[src/hw/sloa_consts.vh]
`ifndef SLOA_CONSTS_VH
`define SLOA_CONSTS_VH

// ==========================================================
// Request operation codes
`define SLOA_OP_NOP        4'h0
`define SLOA_OP_BYTE_LD    4'h1
`define SLOA_OP_SIGN_EXT   4'h2
`define SLOA_OP_ZERO_EXT   4'h3
`define SLOA_OP_NEAR_DIR   4'h4
`define SLOA_OP_MOVE_DIR   4'h5
`define SLOA_OP_PUSH       4'h6
`define SLOA_OP_POP        4'h7
`define SLOA_OP_CALL_PUSH  4'h8
`define SLOA_OP_EXC_PUSH   4'h9
`define SLOA_OP_WR_LIMIT   4'hA
`define SLOA_OP_WR_SP      4'hB
`define SLOA_OP_MOVE_EA    4'hC
`define SLOA_OP_DSP_FETCH  4'hD
`define SLOA_OP_BRANCH     4'hE
`define SLOA_OP_INT_DIS    4'hF

// ==========================================================
// Move and accumulator addressing modes
`define SLOA_AM_REG_DIR    3'h0
`define SLOA_AM_IND        3'h1
`define SLOA_AM_IND_POST   3'h2
`define SLOA_AM_IND_PRE    3'h3
`define SLOA_AM_INDEXED    3'h4
`define SLOA_AM_LIT_OFS    3'h5
`define SLOA_AM_LIT8       3'h6
`define SLOA_AM_LIT16      3'h7

// ==========================================================
// Dual-operand DSP addressing modes
`define SLOA_DM_IND        3'h0
`define SLOA_DM_POST2      3'h1
`define SLOA_DM_POST4      3'h2
`define SLOA_DM_POST6      3'h3
`define SLOA_DM_INDEXED    3'h4

// ==========================================================
// Address map and reset values
`define SLOA_NEAR_W        13
`define SLOA_SP_FLOOR      16'h0800
`define SLOA_SP_RESET      16'h0800
`define SLOA_WORD_STEP     16'h0002
`define SLOA_INTDIS_W      14

`endif

[src/hw/sloa_ext_unit.v]
`timescale 1ns/1ps
`include "sloa_consts.vh"

// ==========================================================
// Byte load and extension datapath
module sloa_ext_unit
(
   // Operation
   input  wire [3:0]  op,
   // Operands
   input  wire [15:0] reg_val,
   input  wire [15:0] load_val,
   // Result
   output reg  [15:0] result
);

   always @*
   begin
      case (op)
         `SLOA_OP_BYTE_LD:  result = {reg_val[15:8], load_val[7:0]};
         `SLOA_OP_SIGN_EXT: result = {{8{reg_val[7]}}, reg_val[7:0]};
         `SLOA_OP_ZERO_EXT: result = {8'h00, reg_val[7:0]};
         default:           result = reg_val;
      endcase
   end

endmodule // sloa_ext_unit

[src/hw/sloa_dsp_agu.v]
`timescale 1ns/1ps
`include "sloa_consts.vh"

// ==========================================================
// One prefetch address generator (X or Y side)
module sloa_dsp_agu
(
   // Pointer choice and mode
   input  wire        sel_second,
   input  wire [2:0]  mode,
   // Pointer values
   input  wire [15:0] ptr_first,
   input  wire [15:0] ptr_second,
   input  wire [15:0] offset_val,
   // Results
   output reg  [15:0] ea,
   output reg  [15:0] ptr_upd,
   output reg         bad_mode
);

   reg [15:0] ptr;

   always @*
   begin
      ptr      = sel_second ? ptr_second : ptr_first;
      ea       = ptr;
      ptr_upd  = ptr;
      bad_mode = 1'b0;
      case (mode)
         `SLOA_DM_IND:   ptr_upd = ptr;
         `SLOA_DM_POST2: ptr_upd = ptr + 16'h0002;
         `SLOA_DM_POST4: ptr_upd = ptr + 16'h0004;
         `SLOA_DM_POST6: ptr_upd = ptr + 16'h0006;
         `SLOA_DM_INDEXED:
         begin
            ea       = ptr + offset_val;
            bad_mode = ~sel_second;
         end
         default:        bad_mode = 1'b1;
      endcase
   end

endmodule // sloa_dsp_agu

[src/hw/sloa_top.v]
`timescale 1ns/1ps
`include "sloa_consts.vh"

module sloa_top
(
   // Clock and reset
   input  wire        core_clk,
   input  wire        nrst,
   // Request from the decoder
   input  wire        req_valid,
   input  wire [3:0]  req_op,
   input  wire        req_byte,
   input  wire [15:0] req_wdata,
   input  wire [15:0] req_reg_val,
   input  wire [15:0] req_lit,
   input  wire [22:0] req_pc,
   input  wire [7:0]  req_status_low,
   // Move operand addressing
   input  wire [2:0]  req_src_mode,
   input  wire [2:0]  req_dst_mode,
   input  wire [15:0] req_src_ptr,
   input  wire [15:0] req_dst_ptr,
   input  wire        req_src_is_sp,
   input  wire        req_dst_is_sp,
   input  wire [15:0] req_offset_val,
   // Dual-operand prefetch
   input  wire        req_x_sel,
   input  wire        req_y_sel,
   input  wire [2:0]  req_x_mode,
   input  wire [2:0]  req_y_mode,
   input  wire [15:0] x_prefetch_ptr_a,
   input  wire [15:0] x_prefetch_ptr_b,
   input  wire [15:0] y_prefetch_ptr_c,
   input  wire [15:0] y_prefetch_ptr_d,
   // Answer
   output reg         busy_r,
   output reg         rsp_valid_r,
   output reg  [15:0] rsp_result_r,
   output reg  [15:0] rsp_src_ea_r,
   output reg  [15:0] rsp_dst_ea_r,
   output reg         illegal_r,
   // Data memory
   output reg         mem_wr_r,
   output reg         mem_rd_r,
   output reg  [15:0] mem_addr_r,
   output reg  [15:0] mem_wdata_r,
   // Prefetch generators
   output reg         x_rd_r,
   output reg  [15:0] x_ea_r,
   output reg  [15:0] x_ptr_upd_r,
   output reg         y_rd_r,
   output reg  [15:0] y_ea_r,
   output reg  [15:0] y_ptr_upd_r,
   // Stack state
   output reg  [15:0] stack_pointer_reg,
   output reg  [15:0] stack_limit_reg,
   output reg         stack_err_trap_r
);

   localparam ST_IDLE    = 1'b0;
   localparam ST_PUSH_HI = 1'b1;

   reg         state_r, state_nxt, limit_we, rsp_valid_nxt, illegal_nxt;
   reg         mem_wr_nxt, mem_rd_nxt, x_rd_nxt, y_rd_nxt, trap_nxt;
   reg  [15:0] hi_word_r, hi_word_nxt, sp_nxt, rsp_result_nxt, src_ea_nxt, dst_ea_nxt;
   reg  [15:0] mem_addr_nxt, mem_wdata_nxt, pop_ea;

   wire [15:0] ext_result, x_ea, x_upd, y_ea, y_upd;
   wire        x_bad, y_bad, take;

   assign take = req_valid & (state_r == ST_IDLE);

   // ==========================================================
   // Datapath helpers
   sloa_ext_unit u_ext
   (
      .op       (req_op),
      .reg_val  (req_reg_val),
      .load_val (req_wdata),
      .result   (ext_result)
   );

   // A/B feed the X read generator, C/D the Y generator
   sloa_dsp_agu u_x_read_addr_gen
   (
      .sel_second (req_x_sel),
      .mode       (req_x_mode),
      .ptr_first  (x_prefetch_ptr_a),
      .ptr_second (x_prefetch_ptr_b),
      .offset_val (req_offset_val),
      .ea         (x_ea),
      .ptr_upd    (x_upd),
      .bad_mode   (x_bad)
   );

   sloa_dsp_agu u_y_addr_gen
   (
      .sel_second (req_y_sel),
      .mode       (req_y_mode),
      .ptr_first  (y_prefetch_ptr_c),
      .ptr_second (y_prefetch_ptr_d),
      .offset_val (req_offset_val),
      .ea         (y_ea),
      .ptr_upd    (y_upd),
      .bad_mode   (y_bad)
   );

   // ==========================================================
   // Address checks and move addressing
   function stack_fault;
      input [15:0] ea;
      input [15:0] lim;
      begin
         stack_fault = (ea > lim) || (ea < `SLOA_SP_FLOOR);
      end
   endfunction

   // Both operands take the same offset register value
   function [15:0] move_ea;
      input [2:0]  mode;
      input [15:0] ptr;
      input [15:0] ofs;
      input [15:0] lit;
      input        byte_sz;
      begin
         case (mode)
            `SLOA_AM_IND_PRE: move_ea = ptr + (byte_sz ? 16'h0001 : `SLOA_WORD_STEP);
            `SLOA_AM_INDEXED: move_ea = ptr + ofs;
            `SLOA_AM_LIT_OFS: move_ea = ptr + lit;
            default:          move_ea = ptr;
         endcase
      end
   endfunction

   // ==========================================================
   // Request decode
   always @*
   begin
      state_nxt      = state_r;
      hi_word_nxt    = hi_word_r;
      sp_nxt         = stack_pointer_reg;
      limit_we       = 1'b0;
      rsp_valid_nxt  = 1'b0;
      rsp_result_nxt = rsp_result_r;
      src_ea_nxt     = rsp_src_ea_r;
      dst_ea_nxt     = rsp_dst_ea_r;
      illegal_nxt    = 1'b0;
      mem_wr_nxt     = 1'b0;
      mem_rd_nxt     = 1'b0;
      mem_addr_nxt   = mem_addr_r;
      mem_wdata_nxt  = mem_wdata_r;
      x_rd_nxt       = 1'b0;
      y_rd_nxt       = 1'b0;
      trap_nxt       = 1'b0;
      pop_ea         = stack_pointer_reg - `SLOA_WORD_STEP;
      case (state_r)
         ST_PUSH_HI:
         begin
            rsp_valid_nxt = 1'b1;
            state_nxt     = ST_IDLE;
            mem_addr_nxt  = stack_pointer_reg;
            if (stack_fault(stack_pointer_reg, stack_limit_reg))
               trap_nxt = 1'b1;
            else
            begin
               mem_wr_nxt    = 1'b1;
               mem_wdata_nxt = hi_word_r;
               sp_nxt        = stack_pointer_reg + `SLOA_WORD_STEP;
            end
         end
         default:
         begin
            if (take)
            begin
               rsp_valid_nxt = 1'b1;
               // Word-only operations refuse the byte form
               if (req_byte && (req_op != `SLOA_OP_BYTE_LD) && (req_op != `SLOA_OP_MOVE_EA)
                   && (req_op != `SLOA_OP_NEAR_DIR) && (req_op != `SLOA_OP_MOVE_DIR))
                  illegal_nxt = 1'b1;
               else
               begin
                  case (req_op)
                     `SLOA_OP_BYTE_LD, `SLOA_OP_SIGN_EXT, `SLOA_OP_ZERO_EXT: rsp_result_nxt = ext_result;
                     `SLOA_OP_NEAR_DIR: src_ea_nxt = {3'b000, req_lit[`SLOA_NEAR_W-1:0]};
                     `SLOA_OP_MOVE_DIR: src_ea_nxt = req_lit;
                     `SLOA_OP_PUSH, `SLOA_OP_CALL_PUSH, `SLOA_OP_EXC_PUSH:
                     begin
                        mem_addr_nxt = stack_pointer_reg;
                        if (stack_fault(stack_pointer_reg, stack_limit_reg))
                           trap_nxt = 1'b1;
                        else
                        begin
                           mem_wr_nxt = 1'b1;
                           sp_nxt     = stack_pointer_reg + `SLOA_WORD_STEP;
                           if (req_op == `SLOA_OP_PUSH)
                              mem_wdata_nxt = req_wdata;
                           else
                           begin
                              mem_wdata_nxt = req_pc[15:0];
                              rsp_valid_nxt = 1'b0;
                              state_nxt     = ST_PUSH_HI;
                              if (req_op == `SLOA_OP_CALL_PUSH)
                                 hi_word_nxt = {8'h00, 1'b0, req_pc[22:16]};
                              else
                                 hi_word_nxt = {req_status_low, 1'b0, req_pc[22:16]};
                           end
                        end
                     end
                     `SLOA_OP_POP:
                     begin
                        mem_addr_nxt = pop_ea;
                        if (stack_fault(pop_ea, stack_limit_reg))
                           trap_nxt = 1'b1;
                        else
                        begin
                           mem_rd_nxt = 1'b1;
                           sp_nxt     = pop_ea;
                        end
                     end
                     `SLOA_OP_WR_LIMIT: limit_we = 1'b1;
                     `SLOA_OP_WR_SP:    sp_nxt = {req_wdata[15:1], 1'b0};
                     `SLOA_OP_MOVE_EA:
                     begin
                        src_ea_nxt     = move_ea(req_src_mode, req_src_ptr, req_offset_val, req_lit, req_byte);
                        dst_ea_nxt     = move_ea(req_dst_mode, req_dst_ptr, req_offset_val, req_lit, req_byte);
                        rsp_result_nxt = (req_src_mode == `SLOA_AM_LIT8)  ? {8'h00, req_lit[7:0]} :
                                         (req_src_mode == `SLOA_AM_LIT16) ? req_lit : req_src_ptr;
                        if ((req_src_is_sp && stack_fault(src_ea_nxt, stack_limit_reg)) ||
                            (req_dst_is_sp && stack_fault(dst_ea_nxt, stack_limit_reg)))
                           trap_nxt = 1'b1;
                     end
                     `SLOA_OP_DSP_FETCH:
                     begin
                        illegal_nxt = x_bad | y_bad;
                        x_rd_nxt    = ~(x_bad | y_bad);
                        y_rd_nxt    = ~(x_bad | y_bad);
                     end
                     `SLOA_OP_BRANCH:   rsp_result_nxt = req_lit;
                     `SLOA_OP_INT_DIS:  rsp_result_nxt = {2'b00, req_lit[`SLOA_INTDIS_W-1:0]};
                     default:           rsp_result_nxt = rsp_result_r;
                  endcase
               end
            end
         end
      endcase
   end

   // ==========================================================
   // Stack limit holds no reset value
   always @(posedge core_clk)
   begin
      if (limit_we)
         stack_limit_reg <= {req_wdata[15:1], 1'b0};
   end

   // ==========================================================
   // State and output registers
   always @(posedge core_clk or negedge nrst)
   begin
      if (!nrst)
      begin
         state_r           <= ST_IDLE;
         hi_word_r         <= 16'h0000;
         busy_r            <= 1'b0;
         rsp_valid_r       <= 1'b0;
         rsp_result_r      <= 16'h0000;
         rsp_src_ea_r      <= 16'h0000;
         rsp_dst_ea_r      <= 16'h0000;
         illegal_r         <= 1'b0;
         mem_wr_r          <= 1'b0;
         mem_rd_r          <= 1'b0;
         mem_addr_r        <= 16'h0000;
         mem_wdata_r       <= 16'h0000;
         x_rd_r            <= 1'b0;
         x_ea_r            <= 16'h0000;
         x_ptr_upd_r       <= 16'h0000;
         y_rd_r            <= 1'b0;
         y_ea_r            <= 16'h0000;
         y_ptr_upd_r       <= 16'h0000;
         stack_pointer_reg <= `SLOA_SP_RESET;
         stack_err_trap_r  <= 1'b0;
      end
      else
      begin
         state_r           <= state_nxt;
         hi_word_r         <= hi_word_nxt;
         busy_r            <= (state_nxt == ST_PUSH_HI);
         rsp_valid_r       <= rsp_valid_nxt;
         rsp_result_r      <= rsp_result_nxt;
         rsp_src_ea_r      <= src_ea_nxt;
         rsp_dst_ea_r      <= dst_ea_nxt;
         illegal_r         <= illegal_nxt;
         mem_wr_r          <= mem_wr_nxt;
         mem_rd_r          <= mem_rd_nxt;
         mem_addr_r        <= mem_addr_nxt;
         mem_wdata_r       <= mem_wdata_nxt;
         x_rd_r            <= x_rd_nxt;
         y_rd_r            <= y_rd_nxt;
         if (x_rd_nxt)
         begin
            x_ea_r      <= x_ea;
            x_ptr_upd_r <= x_upd;
            y_ea_r      <= y_ea;
            y_ptr_upd_r <= y_upd;
         end
         stack_pointer_reg <= sp_nxt;
         stack_err_trap_r  <= trap_nxt;
      end
   end

endmodule // sloa_top

[config.mk]
export PLATFORM = sky130hd
export DESIGN_NAME = sloa_top
export DESIGN_NICKNAME = d
export VERILOG_FILES = /design/src/hw/sloa_ext_unit.v /design/src/hw/sloa_dsp_agu.v /design/src/hw/sloa_top.v
export VERILOG_INCLUDE_DIRS = /design/src /design/src/hw
export SDC_FILE = /design/constraint.sdc
export NUM_CORES = 1
export LEC_CHECK = 0
export BUFFER_PORTS_ARGS = -buffer_cell sky130_fd_sc_hd__clkbuf_2
export CORE_MARGIN = 2
export CORE_UTILIZATION = 30
export CTS_CLUSTER_SIZE = 25
export DETAILED_ROUTE_END_ITERATION = 10
export SLEW_MARGIN = 20
export SYNTH_ARGS = -nofsm -noshare
export SYNTH_HDL_FRONTEND = slang
export SYNTH_HIERARCHICAL = 1
export SYNTH_SLANG_ARGS = --single-unit
[constraint.sdc]
create_clock -name core_clk -period 8.1 [get_ports core_clk]
set_input_delay 1.62 -clock core_clk [delete_from_list [all_inputs] [get_ports core_clk]]
set_output_delay 1.62 -clock core_clk [all_outputs]
set_load 0.03 [all_outputs]
==> reports/results.ini <==
[logic_synthesis]
synth_top_area_cell=dfrtp_1
yosys.cell_types.count=99
synth_edf_count=15
yosysWarnings=6
yosys.area.top_type_share_pct=27.3
ys_top_cells_by_area=dfrtp_1 27%, ha_1 9.7%, mux2_2 6.9%, mux2i_1 4.9%, a21oi_1 4.4%
ys_seq_area_share_pct=30.2
yosys_most_used_dff=dfrtp_1
synthCells=1892
avgSynthCellArea_um2=8.66
netlist_area_um2=16400
synthArstFlopShare_pct=92.3
ys_ff_latch=195

[global_routing]
grt_pass1_vias=15300
overflow=0
grt_max_degree=84
grt_pass1_wl_um=97000
antenna_found_initial=14
grt_usage_pct=23.0

[power]
ir_drop_mv=0.153
p_leak_nw=9.36
intPower_w=0.00223
p_per_area_nw_per_um2=204
p_comb_share_pct=42.5
clockPowerShare_pct=23.0
power_w=0.00401
p_seq_share_pct=34.5
switching_power_w=0.00177
switching_share_pct=44.3

[timing]
final.setup.tns_ps=0
worst_pin_slew_ps=979
period_needed_ps=5990
slew_viol_final=0
final.period_utilization_pct=73.9
hold_viol_final=0
rsz0062_at_grt=false
slew_headroom_pct=34.5
fmax_mhz=167
fin_skew_ps=14.0
setup_viol=0

[cts]
clock_path_buffers=2
cts.reportedPaths.clkPinSlew_ps=80
ctsHtreeMaxLevel=4
clock_latency_ps=500
cts_buffers=17
cts_resized=0
cts_setup_buffers=0
cts-root-buf=clkbuf_16
cts_tree=built
cts_sinks=195
cts_hold_buf=0

[place]
dpl_cell_area_um2=19000
gp_congestion=0.927
dp_cells=2902
portBuffers=395
hpwl_um=53400

[die]
rows=85
start_util_pct=30.4
die_x_um=238
die_area_um2=56500
die_h_um=238
io_pins=399
core_area_um2=53900

[hold_path]
hold_end=rsp_dst_ea_r[7]$_DFFE_PN0P_
hold-path-cell-count=2
hold_path.startpoint=rsp_dst_ea_r[7]$_DFFE_PN0P_
hold_path.class=register to register

[setup_path]
worstRegToRegCells=16
arrival_ps=6360
r2r-start=stack_pointer_reg[1]$_DFFE_PN0P_
cp.required_ps=8470
cp-end-kind=register
startpoint_type=input pin
crit_type=input pin to register
r2r_end=stack_pointer_reg[6]$_DFFE_PN0P_
rrSetupSlack_ps=2820
cp_max_fo=18

[finish]
stdcell_count=2938
layout-drive-gt1-share_pct=26.6
final_cell_mix=394 x clkbuf_2, 187 x nor2_1, 180 x nand2_1
finalNetCount=2573
syn2layout_area_growth_pct=19.5
final_util_pct=36.3
n_fill_cell=5634
finalInstanceArea_um2=19600
layout_commonest_cell=clkbuf_2

[status]
outcome=finished, final reports clean

[detailed_routing]
post_drt_via_cell_ratio=5.50
ant_nets=0
wire_per_inst_um=22.6
first_pass_iters=6
drt_wl_total_um=66300
initialDrtViolationCount=1416
via_count=16200
drc=0

[job]
maxCapViolations=0

[synthesized netlist by cell type (5+ instances only)]
cell,instances
nor3_1,26
xnor2_1,53
a32oi_1,12
buf_2,7
o21ai_0,142
and3_1,10
inv_1,75
nand3b_1,10
o211ai_1,9
buf_6,5
o22ai_1,9
ha_1,127
a211oi_1,18
o21a_1,17
or2_2,7
nor2b_1,23
a222oi_1,17
nand3_1,51
o21bai_1,15
nor2_1,188
a221oi_1,8
buf_1,7
dfrtp_1,179
fa_1,6
and2_1,8
mux2i_1,80
mux2_2,101
nand2b_1,17
a21oi_1,144
a22oi_1,7
o21ai_1,7
or4_1,5
nand4_1,12
nor4_1,11
buf_4,7
nand2_1,180
edfxtp_1,15
o31ai_1,11
a21o_1,31
xor2_1,39
clkbuf_1,74
a31oi_1,15
or3_1,5
a21oi_2,5
[worst max path at each step]
stage               slack (ps)                         end       startpoint  cells after the start
floorplan                 2050  stack_err_trap_r$_DFF_PN0_  req_dst_mode[0]                     21
global placement          1850  stack_err_trap_r$_DFF_PN0_  req_dst_mode[1]                     22
detailed placement        1740  stack_err_trap_r$_DFF_PN0_  req_src_mode[1]                     23
CTS                       2280  stack_err_trap_r$_DFF_PN0_  req_src_mode[1]                     23
global route              1770  stack_err_trap_r$_DFF_PN0_  req_src_mode[1]                     23
finish                    2110  stack_err_trap_r$_DFF_PN0_  req_src_mode[1]                     23
[cell families (layout without fill, tap and decap cells)]
kind of cell | Yosys count | after routing | synth area share [%]
and+or+nand+nor | 580 | 580 | 16.7
buffers and inverters | 179 | 523 | 4.56
other | 1 | 7 | 0.0229
xor gates and xnor gates | 93 | 93 | 5.01
AOI/OAI and AO/OA | 525 | 525 | 20.7
muxes | 186 | 186 | 12.4
DFF | 195 | 195 | 30.2
adders and majority gates | 133 | 133 | 10.4
[final cells by class]
| cell class | count | area (um2) | area share (%) |
|---|---|---|---|
| timing repair buffer | 413 | 2120 | 10.8 |
| inverter | 78 | 294 | 1.50 |
| multi-input combinational | 1520 | 10700 | 54.8 |
| clock buffer | 19 | 433 | 2.21 |
| sequential | 195 | 4960 | 25.3 |
| tap | 696 | 871 | 4.45 |
| clock inverter | 13 | 169 | 0.862 |
| antenna | 4 | 10.0 | 0.0511 |
[critical path: stages]
cell       delay, ps
clkbuf_2         110
nand2b_1         460
nand2_1          210
o21ai_0          110
ha_1             250
inv_1             80
fa_1             200
nor2b_1           60
o31a_1           270
o211ai_1         230
nand2_1          130
a211o_1          320
a311o_1          350
a21oi_1          420
ha_1             220
nand3_1           70
nor2_1            90
nand2_1           70
or4_1            530
o2111ai_1        120
nand4_1          110
a31oi_1          210
o41ai_1          100
[power by group through the flow]
stage	combinational [W]	sequential, W	clock (W)
floorplan	0.000827	0.00167	0
global placement	0.00168	0.00139	0
detailed placement	0.00170	0.00140	0
CTS	0.00171	0.00138	0.000947
global route	0.00185	0.00141	0.000984
finish	0.00170	0.00138	0.000920
[layer usage]
metal / global-route usage [%] / share of wire (%) / vias to the layer above
met3: 6.14 / 8.0 / 126
li1: - / - / 7543
met5: 0 / 0.19 / -
met2: 36.9 / 46 / 683
met1: 29.8 / 43 / 7795
met4: 8.35 / 3.3 / 22
[metrics by stage]
stage	setup slack [ps]	hold WS, ps
6_report	2110	485
5_1_grt	1770	514
3_5_place_dp	1740	472
4_1_cts	2280	491
2_1_floorplan	2050	481
3_3_place_gp	1850	463
No activity file was read; power rests on OpenSTA's default activity.
